<file path="config.mk">
export PLATFORM = sky130hd
export DESIGN_NAME = trdma_top
export DESIGN_NICKNAME = d
export VERILOG_FILES = /design/src/include/trdma_pkg.sv /design/src/hdl/trdma_sync.sv /design/src/hdl/trdma_queue.sv /design/src/hdl/trdma_top.sv
export SDC_FILE = /design/constraint.sdc
export NUM_CORES = 1
export LEC_CHECK = 0
export BUFFER_PORTS_ARGS = -buffer_cell sky130_fd_sc_hd__buf_2
export CAP_MARGIN = 30
export CORE_MARGIN = 5
export CORE_UTILIZATION = 64
export DETAILED_ROUTE_END_ITERATION = 7
export GPL_ROUTABILITY_DRIVEN = 0
export GPL_TIMING_DRIVEN = 0
export PLACE_DENSITY = 0.86
export SYNTH_ARGS = -nofsm -noshare
export SYNTH_HDL_FRONTEND = slang
export SYNTH_HIERARCHICAL = 1
export SYNTH_SLANG_ARGS = --single-unit
</file>
<file path="constraint.sdc">
create_clock -name clk_i -period 19.9 [get_ports clk_i]
set_input_delay 1.99 -clock clk_i [delete_from_list [all_inputs] [get_ports clk_i]]
set_output_delay 1.99 -clock clk_i [all_outputs]
set_load 0.005 [all_outputs]
</file>
<file path="src/include/trdma_pkg.sv">
// shared constants, modes, states and carriers of the tape record transfer engine
package trdma_pkg;
  // ----------------------------------------
  // clock and timing
  // ----------------------------------------
  localparam int CLK_NS = 20;
  localparam int SETUP_NS = 200;
  localparam int HOLD_NS = 75;
  localparam int DESKEW_NS = 125;
  localparam int NO_MEM_NS = 10000;
  // least times round up, the reply timeout rounds down
  localparam logic [8:0] SETUP_CYC = 9'((SETUP_NS + CLK_NS - 1) / CLK_NS);
  localparam logic [8:0] HOLD_CYC = 9'((HOLD_NS + CLK_NS - 1) / CLK_NS);
  localparam logic [8:0] DESKEW_CYC = 9'((DESKEW_NS + CLK_NS - 1) / CLK_NS);
  localparam logic [8:0] NO_MEM_CYC = 9'(NO_MEM_NS / CLK_NS);
  localparam logic [6:0] START_WORDS = 7'h40;
  // ----------------------------------------
  // widths and register map
  // ----------------------------------------
  localparam int DW = 16;
  localparam int AW = 5;
  localparam logic [2:0] REG_CTL = 3'h0;
  localparam logic [2:0] REG_PTR = 3'h1;
  localparam logic [2:0] REG_MCNT = 3'h2;
  localparam logic [2:0] REG_ERR = 3'h3;
  localparam logic [2:0] REG_OUTW = 3'h4;
  localparam logic [2:0] REG_DCNT = 3'h5;
  localparam int CTL_GO = 0;
  localparam int CTL_READY = 7;
  localparam int CTL_EXT = 8;
  localparam int ERR_NO_MEM = 0;
  localparam int ERR_XFER = 1;
  localparam int ERR_CMP = 2;
  localparam int ERR_TALLY = 9;
  localparam logic [15:0] RST_WORD = 16'h0000;
  localparam logic [1:0] RESP_OKAY = 2'h0;
  localparam logic [1:0] RESP_SLVERR = 2'h2;
  // function codes, control bits 5..1
  localparam logic [4:0] FN_WRITE = 5'h18;
  localparam logic [4:0] FN_READ = 5'h1C;
  localparam logic [4:0] FN_WCHK = 5'h14;

  typedef enum logic [1:0] {
    MODE_NONE = 2'b00,
    MODE_WRITE = 2'b01,
    MODE_READ = 2'b10,
    MODE_WCHK = 2'b11
  } trdma_mode_t;

  typedef enum logic [2:0] {
    M_IDLE = 3'b000,
    M_REQ = 3'b001,
    M_SETUP = 3'b010,
    M_STROBE = 3'b011,
    M_DESKEW = 3'b100,
    M_HOLD = 3'b101
  } trdma_mem_st_t;

  typedef struct packed {
    logic [17:0] addr;
    logic [DW-1:0] wdata;
    logic we;
    logic strobe;
  } trdma_mem_req_t;
endpackage

</file>
<file path="src/hdl/trdma_sync.sv">
// two flip-flop synchroniser for inputs from outside the clock domain
`timescale 1ns/1ps
module trdma_sync #(
  parameter int W = 1
) (
  // clock and reset
  input wire logic clk_i,
  input wire logic rstn_i,
  // data
  input wire logic [W-1:0] d_i,
  output logic [W-1:0] q_o
);
  logic [W-1:0] meta_r;

  always_ff @(posedge clk_i or negedge rstn_i) begin
    if (!rstn_i) begin
      meta_r <= '0;
      q_o <= '0;
    end else begin
      meta_r <= d_i;
      q_o <= meta_r;
    end
  end
endmodule

</file>
<file path="src/hdl/trdma_queue.sv">
// staging queue between input and output holding words
`timescale 1ns/1ps
module trdma_queue #(
  parameter int W = 16,
  parameter int DEPTH = 8
) (
  // clock and reset
  input wire logic clk_i,
  input wire logic rstn_i,
  input wire logic flush_i,
  // filling side
  input wire logic push_i,
  input wire logic [W-1:0] in_data_i,
  output logic in_rdy_o,
  // draining side
  input wire logic pop_i,
  output logic out_vld_o,
  output logic [W-1:0] out_data_o
);
  localparam int PW = $clog2(DEPTH);
  typedef struct packed {
    logic [PW-1:0] wp;
    logic [PW-1:0] rp;
    logic [PW:0] cnt;
  } trdma_q_t;
  trdma_q_t s, n;
  logic [W-1:0] cell_r [DEPTH];

  assign in_rdy_o = (s.cnt != (PW+1)'(DEPTH));
  assign out_vld_o = (s.cnt != '0);
  assign out_data_o = cell_r[s.rp];

  always_comb begin
    n = s;
    if (push_i && in_rdy_o) begin
      n.wp = (s.wp == PW'(DEPTH - 1)) ? '0 : s.wp + 1'b1;
    end
    if (pop_i && out_vld_o) begin
      n.rp = (s.rp == PW'(DEPTH - 1)) ? '0 : s.rp + 1'b1;
    end
    n.cnt = s.cnt + (PW+1)'(push_i && in_rdy_o) - (PW+1)'(pop_i && out_vld_o);
    if (flush_i) begin
      n = '0;
    end
  end

  always_ff @(posedge clk_i or negedge rstn_i) begin
    if (!rstn_i) begin
      s <= '0;
    end else begin
      s <= n;
    end
  end

  always_ff @(posedge clk_i) begin
    if (push_i && in_rdy_o) begin
      cell_r[s.wp] <= in_data_i;
    end
  end
endmodule

</file>
<file path="src/hdl/trdma_top.sv">
// tape record transfer engine: register slave, memory cycles and drive bus sequencing
`timescale 1ns/1ps
// What this block does
// - echo each drive sync clock pulse back as write strobe during writes.
// - output holding word sits on drive data lines; drive takes it on write strobe.
// - sync clock trailing edge on write reloads output word from last queue cell.
// - drive counter starts at memory counter value, steps by one per drive word.
// - drive counter overflow on write drops the connect line.
// - end-of-record while disconnected ends the transfer and returns to ready.
// - connect still high at end-of-record trailing edge sets frame tally error bit 9.
// - function code and launch bit in control bits 5..0 go to drive and pick path.
// - launched transfer reports busy and refuses further transfer commands.
// - on read, connect; each trailing sync edge captures word and steps drive counter.
// - drive counter overflow on read drops connect and ignores further words.
// - read ends at record end only after memory write cycles have finished.
// - word in output holding word requests bus and steps memory counter.
// - address is pointer plus control bits 8,9; strobe follows 200 ns later.
// - after reply drop strobe, keep address and data 75 ns more.
// - pointer advances by two after each memory word that got a reply.
// - keep bus one more cycle if next word waits, else release.
// - memory cycles stop on counter overflow, transfer or compare error; ready after record end.
// - write-check reads memory word and compares it with output holding word.
// - mismatch sets compare flag and freezes the tape word for software.
// - write-check read waits 125 ns after reply before dropping strobe.
// - on write, connect only after 64 words, counter overflow or transfer error.
// - no reply within 10 us of strobe sets no-memory and transfer errors.
module trdma_top import trdma_pkg::*; #(
  parameter int QDEPTH = 8
) (
  // clock and reset
  input wire logic clk_i,
  input wire logic rstn_i,
  // register bus, axi4-lite
  input wire logic axi_awvalid_i,
  output logic axi_awready_o,
  input wire logic [AW-1:0] axi_awaddr_i,
  input wire logic axi_wvalid_i,
  output logic axi_wready_o,
  input wire logic [31:0] axi_wdata_i,
  input wire logic [3:0] axi_wstrb_i,
  output logic axi_bvalid_o,
  input wire logic axi_bready_i,
  output logic [1:0] axi_bresp_o,
  input wire logic axi_arvalid_i,
  output logic axi_arready_o,
  input wire logic [AW-1:0] axi_araddr_i,
  output logic axi_rvalid_o,
  input wire logic axi_rready_i,
  output logic [31:0] axi_rdata_o,
  output logic [1:0] axi_rresp_o,
  // host memory bus
  output logic bus_master_request_o,
  input wire logic bus_grant_i,
  output logic bus_own_o,
  output trdma_mem_req_t mem_o,
  input wire logic slave_reply_i,
  input wire logic [DW-1:0] mem_rdata_i,
  // drive bus
  output logic [5:0] drv_func_o,
  output logic drv_func_load_o,
  output logic drv_connect_o,
  input wire logic drv_sync_clk_i,
  output logic drv_write_clk_o,
  input wire logic end_of_record_pulse_i,
  input wire logic [DW-1:0] drv_data_i,
  output logic [DW-1:0] drv_data_o,
  output logic drv_data_oe_o
);
  typedef struct packed {
    logic busy;
    trdma_mode_t mode;
    logic [5:0] fn;
    logic [1:0] ext;
    logic [15:0] ptr;
    logic [15:0] mem_cnt;
    logic [15:0] drv_cnt;
    logic mem_cnt_ovf;
    logic drv_cnt_ovf;
    logic no_mem_err;
    logic xfer_err;
    logic tally_err;
    logic cmp_err;
    logic [DW-1:0] in_word;
    logic in_full;
    logic [DW-1:0] out_word;
    logic out_full;
    logic [6:0] start_cnt;
    logic started;
    logic connect;
    logic data_oe;
    logic wclk;
    logic sc_prev;
    logic eor_prev;
    logic rec_end;
    trdma_mem_st_t m;
    logic [8:0] cnt;
    logic second;
    logic req;
    logic own;
    trdma_mem_req_t mem;
    logic fn_load;
    logic aw_got;
    logic w_got;
    logic [2:0] aw_idx;
    logic [15:0] wdata;
    logic wr_en;
    logic awready;
    logic wready;
    logic bvalid;
    logic [1:0] bresp;
    logic arready;
    logic rvalid;
    logic [15:0] rdata;
    logic [1:0] rresp;
  } trdma_state_t;

  trdma_state_t s, n;
  logic rst_n;
  logic [DW+DW+3:0] raw_in, syn_in;
  logic sc, eor, reply, grant;
  logic [DW-1:0] rdata_s, drv_data_s;
  logic sc_rise, sc_fall, eor_fall, go, mstop, wr_mode, q_push, q_pop, q_rdy, q_vld;
  logic [DW-1:0] q_data;

  // ----------------------------------------
  // reset release and input sampling
  // ----------------------------------------
  trdma_sync #(.W(1)) u_rst (
    .clk_i(clk_i),
    .rstn_i(rstn_i),
    .d_i(1'b1),
    .q_o(rst_n)
  );

  // data rides the same two stages as its strobes, so they stay aligned
  assign raw_in = {drv_data_i, mem_rdata_i, bus_grant_i, slave_reply_i, end_of_record_pulse_i, drv_sync_clk_i};
  trdma_sync #(.W(DW + DW + 4)) u_in (
    .clk_i(clk_i),
    .rstn_i(rst_n),
    .d_i(raw_in),
    .q_o(syn_in)
  );
  assign {drv_data_s, rdata_s, grant, reply, eor, sc} = syn_in;

  assign sc_rise = sc && !s.sc_prev;
  assign sc_fall = !sc && s.sc_prev;
  assign eor_fall = !eor && s.eor_prev;
  assign mstop = s.xfer_err || s.cmp_err;
  assign wr_mode = (s.mode == MODE_WRITE);

  trdma_queue #(.W(DW), .DEPTH(QDEPTH)) u_queue (
    .clk_i(clk_i),
    .rstn_i(rst_n),
    .flush_i(go),
    .push_i(q_push),
    .in_data_i(s.in_word),
    .in_rdy_o(q_rdy),
    .pop_i(q_pop),
    .out_vld_o(q_vld),
    .out_data_o(q_data)
  );

  // ----------------------------------------
  // next state
  // ----------------------------------------
  always_comb begin
    n = s;
    n.fn_load = 1'b0;
    n.sc_prev = sc;
    n.eor_prev = eor;
    q_push = 1'b0;
    q_pop = 1'b0;
    go = 1'b0;
    // register writes; hardware sets below win over software clears
    if (axi_awvalid_i && s.awready) begin
      n.aw_got = 1'b1;
      n.aw_idx = axi_awaddr_i[AW-1:2];
    end
    if (axi_wvalid_i && s.wready) begin
      n.w_got = 1'b1;
      n.wdata = axi_wdata_i[15:0];
      n.wr_en = |axi_wstrb_i[1:0];
    end
    if (s.bvalid && axi_bready_i) begin
      n.bvalid = 1'b0;
    end
    if (n.aw_got && n.w_got && !n.bvalid) begin
      n.aw_got = 1'b0;
      n.w_got = 1'b0;
      n.bvalid = 1'b1;
      n.bresp = RESP_OKAY;
      case (n.aw_idx)
        REG_CTL: if (n.wr_en && !s.busy) begin
          n.ext = n.wdata[CTL_EXT+1:CTL_EXT];
          n.fn = n.wdata[5:0];
          n.fn_load = n.wdata[CTL_GO];
          go = n.wdata[CTL_GO] && (n.wdata[5:1] == FN_WRITE || n.wdata[5:1] == FN_READ
            || n.wdata[5:1] == FN_WCHK);
        end
        REG_PTR: if (n.wr_en && !s.busy) n.ptr = n.wdata;
        REG_MCNT: if (n.wr_en && !s.busy) n.mem_cnt = n.wdata;
        REG_ERR: if (n.wr_en) begin
          n.no_mem_err = s.no_mem_err && !n.wdata[ERR_NO_MEM];
          n.xfer_err = s.xfer_err && !n.wdata[ERR_XFER];
          n.cmp_err = s.cmp_err && !n.wdata[ERR_CMP];
          n.tally_err = s.tally_err && !n.wdata[ERR_TALLY];
        end
        REG_OUTW, REG_DCNT: ;
        default: n.bresp = RESP_SLVERR;
      endcase
    end
    n.awready = !n.aw_got && !n.bvalid;
    n.wready = !n.w_got && !n.bvalid;
    // register reads
    if (axi_arvalid_i && s.arready) begin
      n.rvalid = 1'b1;
      n.rresp = RESP_OKAY;
      n.rdata = RST_WORD;
      case (axi_araddr_i[AW-1:2])
        REG_CTL: begin
          n.rdata[5:0] = s.fn;
          n.rdata[CTL_READY] = !s.busy;
          n.rdata[CTL_EXT+1:CTL_EXT] = s.ext;
        end
        REG_PTR: n.rdata = s.ptr;
        REG_MCNT: n.rdata = s.mem_cnt;
        REG_ERR: begin
          n.rdata[ERR_NO_MEM] = s.no_mem_err;
          n.rdata[ERR_XFER] = s.xfer_err;
          n.rdata[ERR_CMP] = s.cmp_err;
          n.rdata[ERR_TALLY] = s.tally_err;
        end
        REG_OUTW: n.rdata = s.out_word;
        REG_DCNT: n.rdata = s.drv_cnt;
        default: n.rresp = RESP_SLVERR;
      endcase
    end else if (s.rvalid && axi_rready_i) begin
      n.rvalid = 1'b0;
    end
    n.arready = !n.rvalid;

    // launch: pick the data path and arm both sides
    if (go) begin
      n.busy = 1'b1;
      n.mode = (n.wdata[5:1] == FN_WRITE) ? MODE_WRITE :
        (n.wdata[5:1] == FN_READ) ? MODE_READ : MODE_WCHK;
      n.drv_cnt = s.mem_cnt;
      n.connect = (n.wdata[5:1] != FN_WRITE);
      {n.in_full, n.out_full, n.started, n.rec_end} = 4'h0;
      {n.mem_cnt_ovf, n.drv_cnt_ovf} = 2'h0;
      {n.no_mem_err, n.xfer_err, n.cmp_err, n.tally_err} = 4'h0;
      n.start_cnt = '0;
    end

    // ----------------------------------------
    // drive side
    // ----------------------------------------
    if (s.in_full && q_rdy) begin
      q_push = 1'b1;
      n.in_full = 1'b0;
    end
    if (s.start_cnt == START_WORDS || s.mem_cnt_ovf || s.xfer_err) begin
      n.started = 1'b1;
    end
    // connect only with a word ready, so the drive never sees an empty first slot
    if (s.busy && wr_mode && s.started && s.out_full && !s.connect && !s.drv_cnt_ovf
        && !s.rec_end) begin
      n.connect = 1'b1;
      n.data_oe = 1'b1;
    end
    if (sc_rise && s.connect && wr_mode) begin
      n.wclk = 1'b1;
    end
    if (sc_fall) begin
      n.wclk = 1'b0;
    end
    if (s.busy && sc_fall && s.connect) begin
      n.drv_cnt = s.drv_cnt + 16'h0001;
      if (n.drv_cnt == 16'h0000) begin
        n.connect = 1'b0;
        n.data_oe = 1'b0;
        n.drv_cnt_ovf = 1'b1;
      end
      if (wr_mode) begin
        if (q_vld) begin
          n.out_word = q_data;
          q_pop = 1'b1;
        end else begin
          n.out_full = 1'b0;
          // late data: queue ran dry before the record was complete
          if (n.drv_cnt != 16'h0000) n.xfer_err = 1'b1;
        end
      end else begin
        if (n.in_full) n.xfer_err = 1'b1;
        n.in_word = drv_data_s;
        n.in_full = 1'b1;
      end
    end else if (s.busy && !s.out_full && q_vld && (wr_mode || !s.mem_cnt_ovf)) begin
      n.out_word = q_data;
      n.out_full = 1'b1;
      q_pop = 1'b1;
      if (!wr_mode) begin
        n.mem_cnt = s.mem_cnt + 16'h0001;
        if (n.mem_cnt == 16'h0000) n.mem_cnt_ovf = 1'b1;
      end
    end
    if (s.busy && eor && !s.connect) begin
      n.rec_end = 1'b1;
    end
    if (s.busy && eor_fall && s.connect) begin
      n.tally_err = 1'b1;
      n.connect = 1'b0;
      n.data_oe = 1'b0;
      n.rec_end = 1'b1;
    end
    // read waits for the queue to drain into memory unless an error froze it
    if (s.busy && s.rec_end && s.m == M_IDLE
        && (wr_mode || mstop || (!s.in_full && !q_vld && !s.out_full))) begin
      n.busy = 1'b0;
      n.mode = MODE_NONE;
      n.connect = 1'b0;
      n.data_oe = 1'b0;
    end

    // ----------------------------------------
    // memory side
    // ----------------------------------------
    unique case (s.m)
      M_IDLE: begin
        if (s.busy && !mstop && (wr_mode ? (!s.mem_cnt_ovf && !s.in_full) : s.out_full)) begin
          n.m = M_REQ;
          n.req = 1'b1;
          n.second = 1'b0;
        end
      end
      M_REQ: begin
        if (grant) begin
          n.req = 1'b0;
          n.own = 1'b1;
          n.m = M_SETUP;
          n.cnt = '0;
        end
      end
      M_SETUP: begin
        n.cnt = s.cnt + 9'h001;
        // latch two cycles late: a sync fall may push the refill back by one
        if (s.cnt == 9'h002) begin
          n.mem.addr = {s.ext, s.ptr};
          n.mem.wdata = s.out_word;
          n.mem.we = (s.mode == MODE_READ);
        end
        if (s.cnt == SETUP_CYC + 9'h002) begin
          n.mem.strobe = 1'b1;
          n.m = M_STROBE;
          n.cnt = '0;
        end
      end
      M_STROBE: begin
        n.cnt = s.cnt + 9'h001;
        if (reply) begin
          n.cnt = '0;
          if (s.mode == MODE_WCHK) begin
            n.m = M_DESKEW;
          end else begin
            n.mem.strobe = 1'b0;
            n.m = M_HOLD;
          end
          if (wr_mode) begin
            n.in_word = rdata_s;
            n.in_full = 1'b1;
            n.mem_cnt = s.mem_cnt + 16'h0001;
            if (n.mem_cnt == 16'h0000) n.mem_cnt_ovf = 1'b1;
            if (s.start_cnt != START_WORDS) n.start_cnt = s.start_cnt + 7'h01;
          end
        end else if (s.cnt == NO_MEM_CYC - 9'h001) begin
          n.no_mem_err = 1'b1;
          n.xfer_err = 1'b1;
          n.mem.strobe = 1'b0;
          n.m = M_HOLD;
          n.cnt = '0;
        end
      end
      M_DESKEW: begin
        n.cnt = s.cnt + 9'h001;
        if (s.cnt == DESKEW_CYC - 9'h001) begin
          n.mem.strobe = 1'b0;
          n.m = M_HOLD;
          n.cnt = '0;
          if (rdata_s != s.out_word) n.cmp_err = 1'b1;
        end
      end
      M_HOLD: begin
        n.cnt = s.cnt + 9'h001;
        if (s.cnt == HOLD_CYC - 9'h001) begin
          n.cnt = '0;
          if (!s.no_mem_err) n.ptr = s.ptr + 16'h0002;
          if (!wr_mode && !s.cmp_err && !s.no_mem_err) n.out_full = 1'b0;
          if (!s.second && !mstop && !s.mem_cnt_ovf && (wr_mode ? !s.in_full : q_vld)) begin
            n.second = 1'b1;
            n.m = M_SETUP;
          end else begin
            n.own = 1'b0;
            n.m = M_IDLE;
          end
        end
      end
      default: n.m = M_IDLE;
    endcase
  end

  always_ff @(posedge clk_i or negedge rst_n) begin
    if (!rst_n) begin
      s <= '0;
    end else begin
      s <= n;
    end
  end

  // ----------------------------------------
  // outputs
  // ----------------------------------------
  assign axi_awready_o = s.awready;
  assign axi_wready_o = s.wready;
  assign axi_bvalid_o = s.bvalid;
  assign axi_bresp_o = s.bresp;
  assign axi_arready_o = s.arready;
  assign axi_rvalid_o = s.rvalid;
  assign axi_rdata_o = {16'h0000, s.rdata};
  assign axi_rresp_o = s.rresp;
  assign bus_master_request_o = s.req;
  assign bus_own_o = s.own;
  assign mem_o = s.mem;
  assign drv_func_o = s.fn;
  assign drv_func_load_o = s.fn_load;
  assign drv_connect_o = s.connect;
  assign drv_write_clk_o = s.wclk;
  assign drv_data_o = s.out_word;
  assign drv_data_oe_o = s.data_oe;
endmodule

</file>
## Word level (Yosys, flattened, before mapping)

Memory sizes are Yosys's and may differ from the RTL's.
Index checks and enable logic that the tools add are counted.

| word-level totals | value |
|---|---|
| bits in writable memories | 128 |
| register bits after elaboration | 296 |
| memories kept | 1 |
| ROM bits | 0 |
| latch bits | 0 |
| bits of input ports | 89 |

Memory list:

| memory | words | bits a word | read ports | clocked after memory_dff | write ports | RTL line | RTL |
|---|---|---|---|---|---|---|---|
| u_queue.cell_r | 8 | 16 | 1 | 0 | 1 | trdma_queue.sv:27 | `logic [W-1:0] cell_r [DEPTH];` |

| operators by class | value |
|---|---|
| equal/unequal tests | 44 |
| add/sub/neg operators | 9 |
| bitwise operators | 0 |
| mux-type cells | 137 |
| reduce and logical (&&, ||, !) cells | 120 |
| order comparisons | 0 |
| divide/modulo/power cells | 0 |
| shift operators | 0 |
| multiply operators | 0 |

Operators with widths:

| operator | count |
|---|---|
| 16-bit two-way mux | 15 |
| 17-bit two-way mux | 9 |
| 1-bit two-way mux | 60 |
| 12-bit two-way mux | 5 |
| 1-bit logical AND | 51 |
| 9-bit case mux with 5 select lines | 1 |
| 3-bit case mux with 6 select lines | 2 |
| 16-bit by 1-bit adder with 16-bit output (second input constant) | 2 |
| 16-bit logical NOT | 2 |
| 32-bit two-way mux | 1 |
| 3-bit two-way mux | 10 |
| 2-bit two-way mux | 14 |
| 7-bit two-way mux | 4 |
| 1-bit logical NOT | 25 |
| 3-bit equality test (second input constant) | 8 |
| 6-bit case mux with 4 select lines | 1 |
| 22-bit two-way mux | 1 |
| 10-bit two-way mux | 2 |
| 2-bit nonzero test | 10 |
| 3-bit by 2-bit equality test with 1-bit output (second input constant) | 6 |
| 9-bit by 2-bit equality test with 1-bit output (second input constant) | 2 |
| 16-bit by 2-bit adder with 16-bit output (second input constant) | 1 |
| 16-bit != test | 1 |
| 16-bit nonzero test | 1 |
| other kinds (40) | 76 |

## Logic depth before layout (Yosys ltp)

Gate-level depths: netlist (run 1).

| depth | value |
|---|---|
| word-level depth | 18 |
| gate-level depth with buffers | 16 |
| gate-level depth less buffers | 14 |

## By module

Netlist (run 1), hierarchy kept.

By module, submodules not included:

| module | times used | seq. area each (sq um) | area an instance (sq um) | cells an instance |
|---|---|---|---|---|
| trdma_top | 1 | 5255.0 | 11628.7 | 1224 |
| trdma_queue | 1 | 4093.9 | 5597.9 | 261 |
| trdma_sync at u_in | 1 | 1801.7 | 1801.7 | 72 |
| trdma_sync at u_rst | 1 | 50.0 | 50.0 | 2 |

## Worst setup path before layout (run 1)

OpenSTA, ideal clock, no wires.

| timing | value |
|---|---|
| path kind | in2reg |
| start point | in axi_awaddr_i[3] |
| end point | reg u_queue/s[3] (netlist name) |
| path buffers | 2 |
| setup slack | 15.780 ns |
| data arrival time | 3.999 ns |
| cell stages on the path | 9 |
| library setup time | 0.120 ns |
| path through | and3_1 -> or4_1 -> nor4_4 -> nand2_4 -> inv_1 -> buf_4 -> clkbuf_1 -> nor2_1 -> a31o_2 |

RTL lines:

| what | RTL line | RTL |
|---|---|---|
| from (decl) | trdma_top.sv:36 | `input wire logic [AW-1:0] axi_awaddr_i,` |
| to (signal assigned) | trdma_queue.sv:51 | `s <= n;` |
| to (decl) | trdma_queue.sv:26 | `trdma_q_t s, n;` |

==> results of run 1 <==
==> power by group through the flow <==
stage | combinational (mW) | clock [mW] | sequential, mW
6_report | 0.856 | 0.859 | 1.34
5_1_grt | 0.918 | 0.908 | 1.36
4_1_cts | 0.842 | 0.868 | 1.33
3_5_place_dp | 0.827 | 0 | 1.34
3_3_place_gp | 0.774 | 0 | 1.33
2_1_floorplan | 0.583 | 0 | 1.24
==> stage by stage <==
step / setup slack (ns) / std cells
floorplan: 11.10 / 1576
detailed placement: 15.00 / 2134
finish: 15.43 / 2212
global route: 15.34 / 2212
CTS: 15.51 / 2211
global placement: 8.12 / 2118
==> state kept, by name (all words and copies together), names as in the netlist, 6 cells and up <==
name and cells:
drv_data_o 16, s 123, drv_func_o 6, u_in/q_o 36, u_queue/cell_r 128, mem_o 36, u_in/meta_r 36, u_queue/s 10
axi_rdata_o 16
==> logic make-up after synthesis <==
logic type,Yosys count,share of synthesized area
adder cells (fa/ha/maj),20,0.0135
buffers and inverters,209,0.0630
AND/OR/NAND/NOR,437,0.114
other,2,0.000394
flip-flops,422,0.587
AO/OA/AOI/OAI,279,0.0916
XOR/XNOR,30,0.0138
multiplexers,160,0.117
==> layout make-up <==
type / count / area (um2)
plain buffers: 169 / 1050
well taps: 390 / 488
clock buffers: 60 / 1230
multi-input cells: 945 / 6760
inverters: 40 / 150
flip-flops and latches: 422 / 11200
repair buffers: 169 / 1020
fillers: 1765 / 7340
clock inverters: 17 / 305
==> cell usage in the layout, fill, tap and decap left out, types with 26 or more instances in the layout <==
cell type	count
nand2_1	130
mux4_1	26
nor2_1	96
mux2_2	82
xnor2_1	28
buf_2	161
clkbuf_16	44
a21oi_1	67
inv_1	40
nand3_1	38
edfxtp_1	128
buf_4	99
o21ai_0	93
mux2i_1	44
clkbuf_1	63
dfrtp_1	293
nor3_1	26
==> metal layers <==
metal / vias to the layer above / global-route usage / share of wire
met3: 287 / 0.0708 / 0.11
met5: - / 0 / 0.00060
li1: 6042 / - / -
met4: 4 / 0.162 / 0.067
met2: 1064 / 0.513 / 0.47
met1: 6894 / 0.387 / 0.35
==> final timing paths <==
check | start | to
hold / removal | u_in/meta_r[20] | u_in/q_o[20]
setup / recovery | axi_awvalid_i | u_queue/s[3]
max in group asynchronous | u_rst/q_o | s[42]
min in group asynchronous | u_rst/q_o | u_in/meta_r[21]
setup reg to reg | u_queue/s[2] | u_queue/s[2]
hold reg to reg | u_in/meta_r[20] | u_in/q_o[20]
==> impl_metrics.yaml, run 1 <==
sta:
  whs_ns: 0.346
  setup_viol: 0
  fin_crit_sh: 0.225
  rsz0062_at_grt: "no"
  hold_violations: 0
  worst_pin_slew_ns: 1.00
  fmax_mhz: 224
  max_slew_margin: 0.332
  fin_skew_ns: 0.0414
  setup_tns_ns: 0
  final_max_slew_viol_count: 0
  fin_crit_ns: 4.47
global_routing:
  grt_pass1_vias: 14100
  grt_overflow: 0
  grt_usage: 0.311
  grt_max_degree: 75
  grt_pass1_wl_mm: 80.9
  antenna_found_initial: 2
setup_path:
  critPathLaunchType: "input pin"
  path_class: "input pin to flop"
  reg2regPathDepth: 17
  cp_cell_sequence: "buf_2 > a21oi_2 > or4_4 > nor4_4 > nand2_4 > inv_1 > buf_4 > clkbuf_1 > nor2_1 > a31o_2"
  crit_buf_inv: 4
  crit_cells: 10
  worstPathArrival_ns: 4.90
  required_ns: 20.33
  regToRegSetupSlack_ns: 15.63
  cp-end-kind: "flop"
  cp_max_fo: 14
  cp_top_family: "simple AND/OR/NAND/NOR gates"
  critical_path.max_stage_delay_ns: 0.76
  slowest_stage: "nor4_4"
final_layout:
  drive_above_1_share: 0.252
  insertedDiodeCount: 0
  final_core_util: 0.752
  final_cell_area_um2: 22200
  area_growth_pct: 16.4
  nNetsFinal: 1898
power:
  power_frac_comb: 0.280
  p_leak_nw: 9.31
  switching_share: 0.335
  p_int_mw: 2.03
  power_frac_seq: 0.439
  p_switching_mw: 1.03
  total_power_mw: 3.06
  p_per_area_nw_per_um2: 138
  vdd_drop_max_v: 0.0000920
  clockPowerShare: 0.281
clock_network:
  h-tree-depth: 2
  cts_setup_buffers: 0
  root_buffer: "clkbuf_16"
  cts.repair.resized: 0
  cts_sinks: 422
  ctsHoldBuffers: 0
  cts_buffer_depth: 3
  clkTransAtPathRegs_ns: 0.06
  numCtsBuffers: 42
  cts_tree: "done"
  clk_latency_ns: 0.57
logic_synthesis:
  async_flop_share: 0.697
  synth_top_area_share: 0.386
  synthMostInstantiatedCell: "dfrtp_1"
  synth.avg_cell_area_um2: 12.2
  yosysWarnings: 6
  synth-seq-cells: 422
  syn_area_um2: 19100
  synth_top_cell_by_area: "dfrtp_1"
  synth_common_cells: "dfrtp_1 (294), nand2_1 (130), edfxtp_1 (128)"
  synth-edff-count: 128
  synth_cells: 1559
  synth.area.top_cells: "dfrtp_1 (39%), edfxtp_1 (20%), mux2_2 (4.8%), buf_4 (3.8%), mux4_1 (3.6%)"
  synth_ff_type: "dfrtp_1"
  synth_cell_types: 81
  synth_seq_area_share: 0.587
drt:
  wire_per_inst_um: 23.5
  dr.first_iter.drc_count: 1760
  drc: 0
  via_per_inst: 6.46
  drt-total-wl_mm: 52.0
  first_pass_iters: 7
  vias: 14300
  antenna_left: 0
job:
  maxCapViolations: 0
place:
  hpwl_mm: 35.8
  place_area_um2: 20700
  port-buffer-count: 152
min_path:
  hold_depth: 0
  hp-class: "flop to flop"
die:
  die_w_um: 183
  fp.dieH_um: 183
  rows: 63
  core_um2: 29600
  io_pins: 194
  dieArea_um2: 33400
  start_util: 0.645
outcome:
  status: "finished clean"
Power figures use the tool's default switching activity.
==> inputs of run 2 (changes only) <==
--- a/config.mk
+++ b/config.mk
@@ -8,11 +8,11 @@
 export BUFFER_PORTS_ARGS = -buffer_cell sky130_fd_sc_hd__buf_2
 export CAP_MARGIN = 30
 export CORE_MARGIN = 5
-export CORE_UTILIZATION = 64
+export CORE_UTILIZATION = 59
 export DETAILED_ROUTE_END_ITERATION = 7
 export GPL_ROUTABILITY_DRIVEN = 0
 export GPL_TIMING_DRIVEN = 0
-export PLACE_DENSITY = 0.86
+export PLACE_DENSITY = 0.8
 export SYNTH_ARGS = -nofsm -noshare
 export SYNTH_HDL_FRONTEND = slang
 export SYNTH_HIERARCHICAL = 1
==> constraint.sdc (replaced) <==
create_clock -name clk_i -period 4.5 [get_ports clk_i]
set_input_delay 0.45 -clock clk_i [delete_from_list [all_inputs] [get_ports clk_i]]
set_output_delay 0.45 -clock clk_i [all_outputs]
set_load 0.005 [all_outputs]
==> run 2 against run 1 <==
Compared with the run above: sequential power rose to 4.4 times the previous value; utilization is 4.3 points lower; register-to-register slack worse by 15 ns; flip-flop and latch count unchanged; final area increased by 1.1%; via count shrank 2.8%; clock power increased to 4.2 times the previous value; critical path depth grew 6; critical path type is now flop to flop; largest cell class unchanged; highest routed layer is now met4.
==> impl_metrics.yaml, run 2 (synthesis results as in run 1) <==
drt:
  drt-total-wl_mm: 50.7
  first_pass_iters: 6
  via_per_inst: 6.15
  wire_per_inst_um: 22.5
  dr.first_iter.drc_count: 1426
  drc: 0
  vias: 13900
  antenna_left: 0
place:
  port-buffer-count: 152
  place_area_um2: 20700
  hpwl_mm: 35.1
clock_network:
  numCtsBuffers: 43
  root_buffer: "clkbuf_16"
  cts_setup_buffers: 0
  cts_tree: "done"
  clk_latency_ns: 0.57
  cts_buffer_depth: 3
  clkTransAtPathRegs_ns: 0.06
  cts_sinks: 422
  h-tree-depth: 2
setup_path:
  path_class: "flop to flop"
  worstPathArrival_ns: 4.50
  critPathLaunchType: "flop"
  cp-end-kind: "flop"
  required_ns: 4.90
  cp_max_fo: 10
job:
  maxCapViolations: 0
min_path:
  hp-class: "input pin to flop"
sta:
  final_max_slew_viol_count: 0
  hold_violations: 0
  worst_pin_slew_ns: 0.975
  setup_viol: 0
  rsz0062_at_grt: "no"
  fin_crit_ns: 4.10
  fin_skew_ns: 0.0411
  whs_ns: 0.0186
  fmax_mhz: 244
  fin_crit_sh: 0.911
  max_slew_margin: 0.349
final_layout:
  final_common_cell: "dfrtp_1"
  drive_above_1_share: 0.249
  largestRegisters: "u_queue/cell_r (128), s (123)"
  top_register: "u_queue/cell_r"
  insertedDiodeCount: 0
  fillers: 2066
  final_cell_area_um2: 22500
  largest_reg_flops: 128
  area_growth_pct: 17.7
  layout_common_cells: "dfrtp_1 (293), buf_2 (161), nand2_1 (130), edfxtp_1 (128), buf_4 (98)"
  nNetsFinal: 1930
power:
  power_frac_seq: 0.446
  switching_share: 0.337
  power_frac_comb: 0.282
  total_power_mw: 13.3
  clockPowerShare: 0.272
  p_per_area_nw_per_um2: 590
  p_leak_nw: 9.39
  p_int_mw: 8.79
  vdd_drop_max_v: 0.000528
  p_switching_mw: 4.46
global_routing:
  grt_overflow: 0
  grt_usage: 0.279
  grt_max_degree: 74
  grt_pass1_vias: 13800
  antenna_found_initial: 0
  grt_pass1_wl_mm: 78.8
die:
  fp.dieH_um: 190
  start_util: 0.601
  die_w_um: 190
  rows: 65
  io_pins: 194
  core_um2: 31700
  dieArea_um2: 36000
outcome:
  status: "finished clean"
-- run 2: cell types whose count changed in the layout (fill, tap and decap cells not counted), sizes merged --
cell,change
inv,+1
clkinv,+1
dlygate4sd3,+31
clkinvlp,+3
bufinv,-3
-- run 2: final timing paths --
path                                   start         endpoint  slack, ns  cells past startpoint
worst max-delay path            u_queue/s[2]     u_queue/s[2]       0.40                     16
worst min register to register     u_rst/q_o    drv_data_o[2]       0.29                      0
max in group asynchronous          u_rst/q_o  drv_func_load_o       2.69                      4
worst min-delay path             bus_grant_i   u_in/meta_r[3]       0.02                      1
worst max register to register  u_queue/s[2]     u_queue/s[2]       0.40                     16
min in group asynchronous             rstn_i     u_rst/meta_r       0.23                      2
-- run 2: metal layers --
metal	GRT usage	routed length, um	share of wire
met1	0.369	19300	0.38
met2	0.459	23900	0.47
met3	0.0514	4770	0.094
met4	0.120	2750	0.054
met5	0	0	0
-- run 2: power groups by stage --
stage               registers [mW]  clock network (mW)  logic [mW]
floorplan                     5.50                   0        2.58
global placement              5.90                   0        3.43
detailed placement            5.93                   0        3.62
CTS                           5.86                3.64        3.70
global route                  5.99                3.83        4.07
finish                        5.91                3.61        3.74
-- run 2: metrics by stage --
stage                     setup slack [ns]  TNS, ns  std cells   util
after detailed placement           -0.0281  -0.0355       2147  0.653
after global placement              0.0794        0       2130  0.643
after floorplan                      0.929        0       1576      -
after CTS                            0.216        0       2256  0.708
after global routing                 0.245        0       2257  0.708
final                                0.401        0       2257  0.708
-- run 2: cell type report --
type,instances,area [um2],share of cell area
multi-input combinational,945,6770,0.301
clock inverter,19,234,0.0104
clock buffer,60,1210,0.0539
inverter,40,150,0.00668
buffer,169,1050,0.0469
sequential,422,11200,0.499
tap,402,503,0.0224
timing repair buffer,200,1340,0.0596
-- run 2: worst max-delay path: stages, from the launching register on --
cell and delay [ns]:
dfrtp_1 0.35, inv_1 0.11, ha_1 0.17, or3b_1 0.52, nand4b_1 0.22, a21oi_1 0.09, o22ai_2 0.49, clkbuf_2 0.42
inv_1 0.09, and2_1 0.15, clkbuf_1 0.18, ha_1 0.32, inv_1 0.04, ha_1 0.19, fa_1 0.38, xnor2_1 0.16
nor2_1 0.05
-- run 2: timing repair --
item                                    4_1_cts  5_1_grt
hold buffers                                 30        1
endpoints found under the setup margin        2        1
gates resized for setup                       1        2
hold endpoints to repair                     31        1
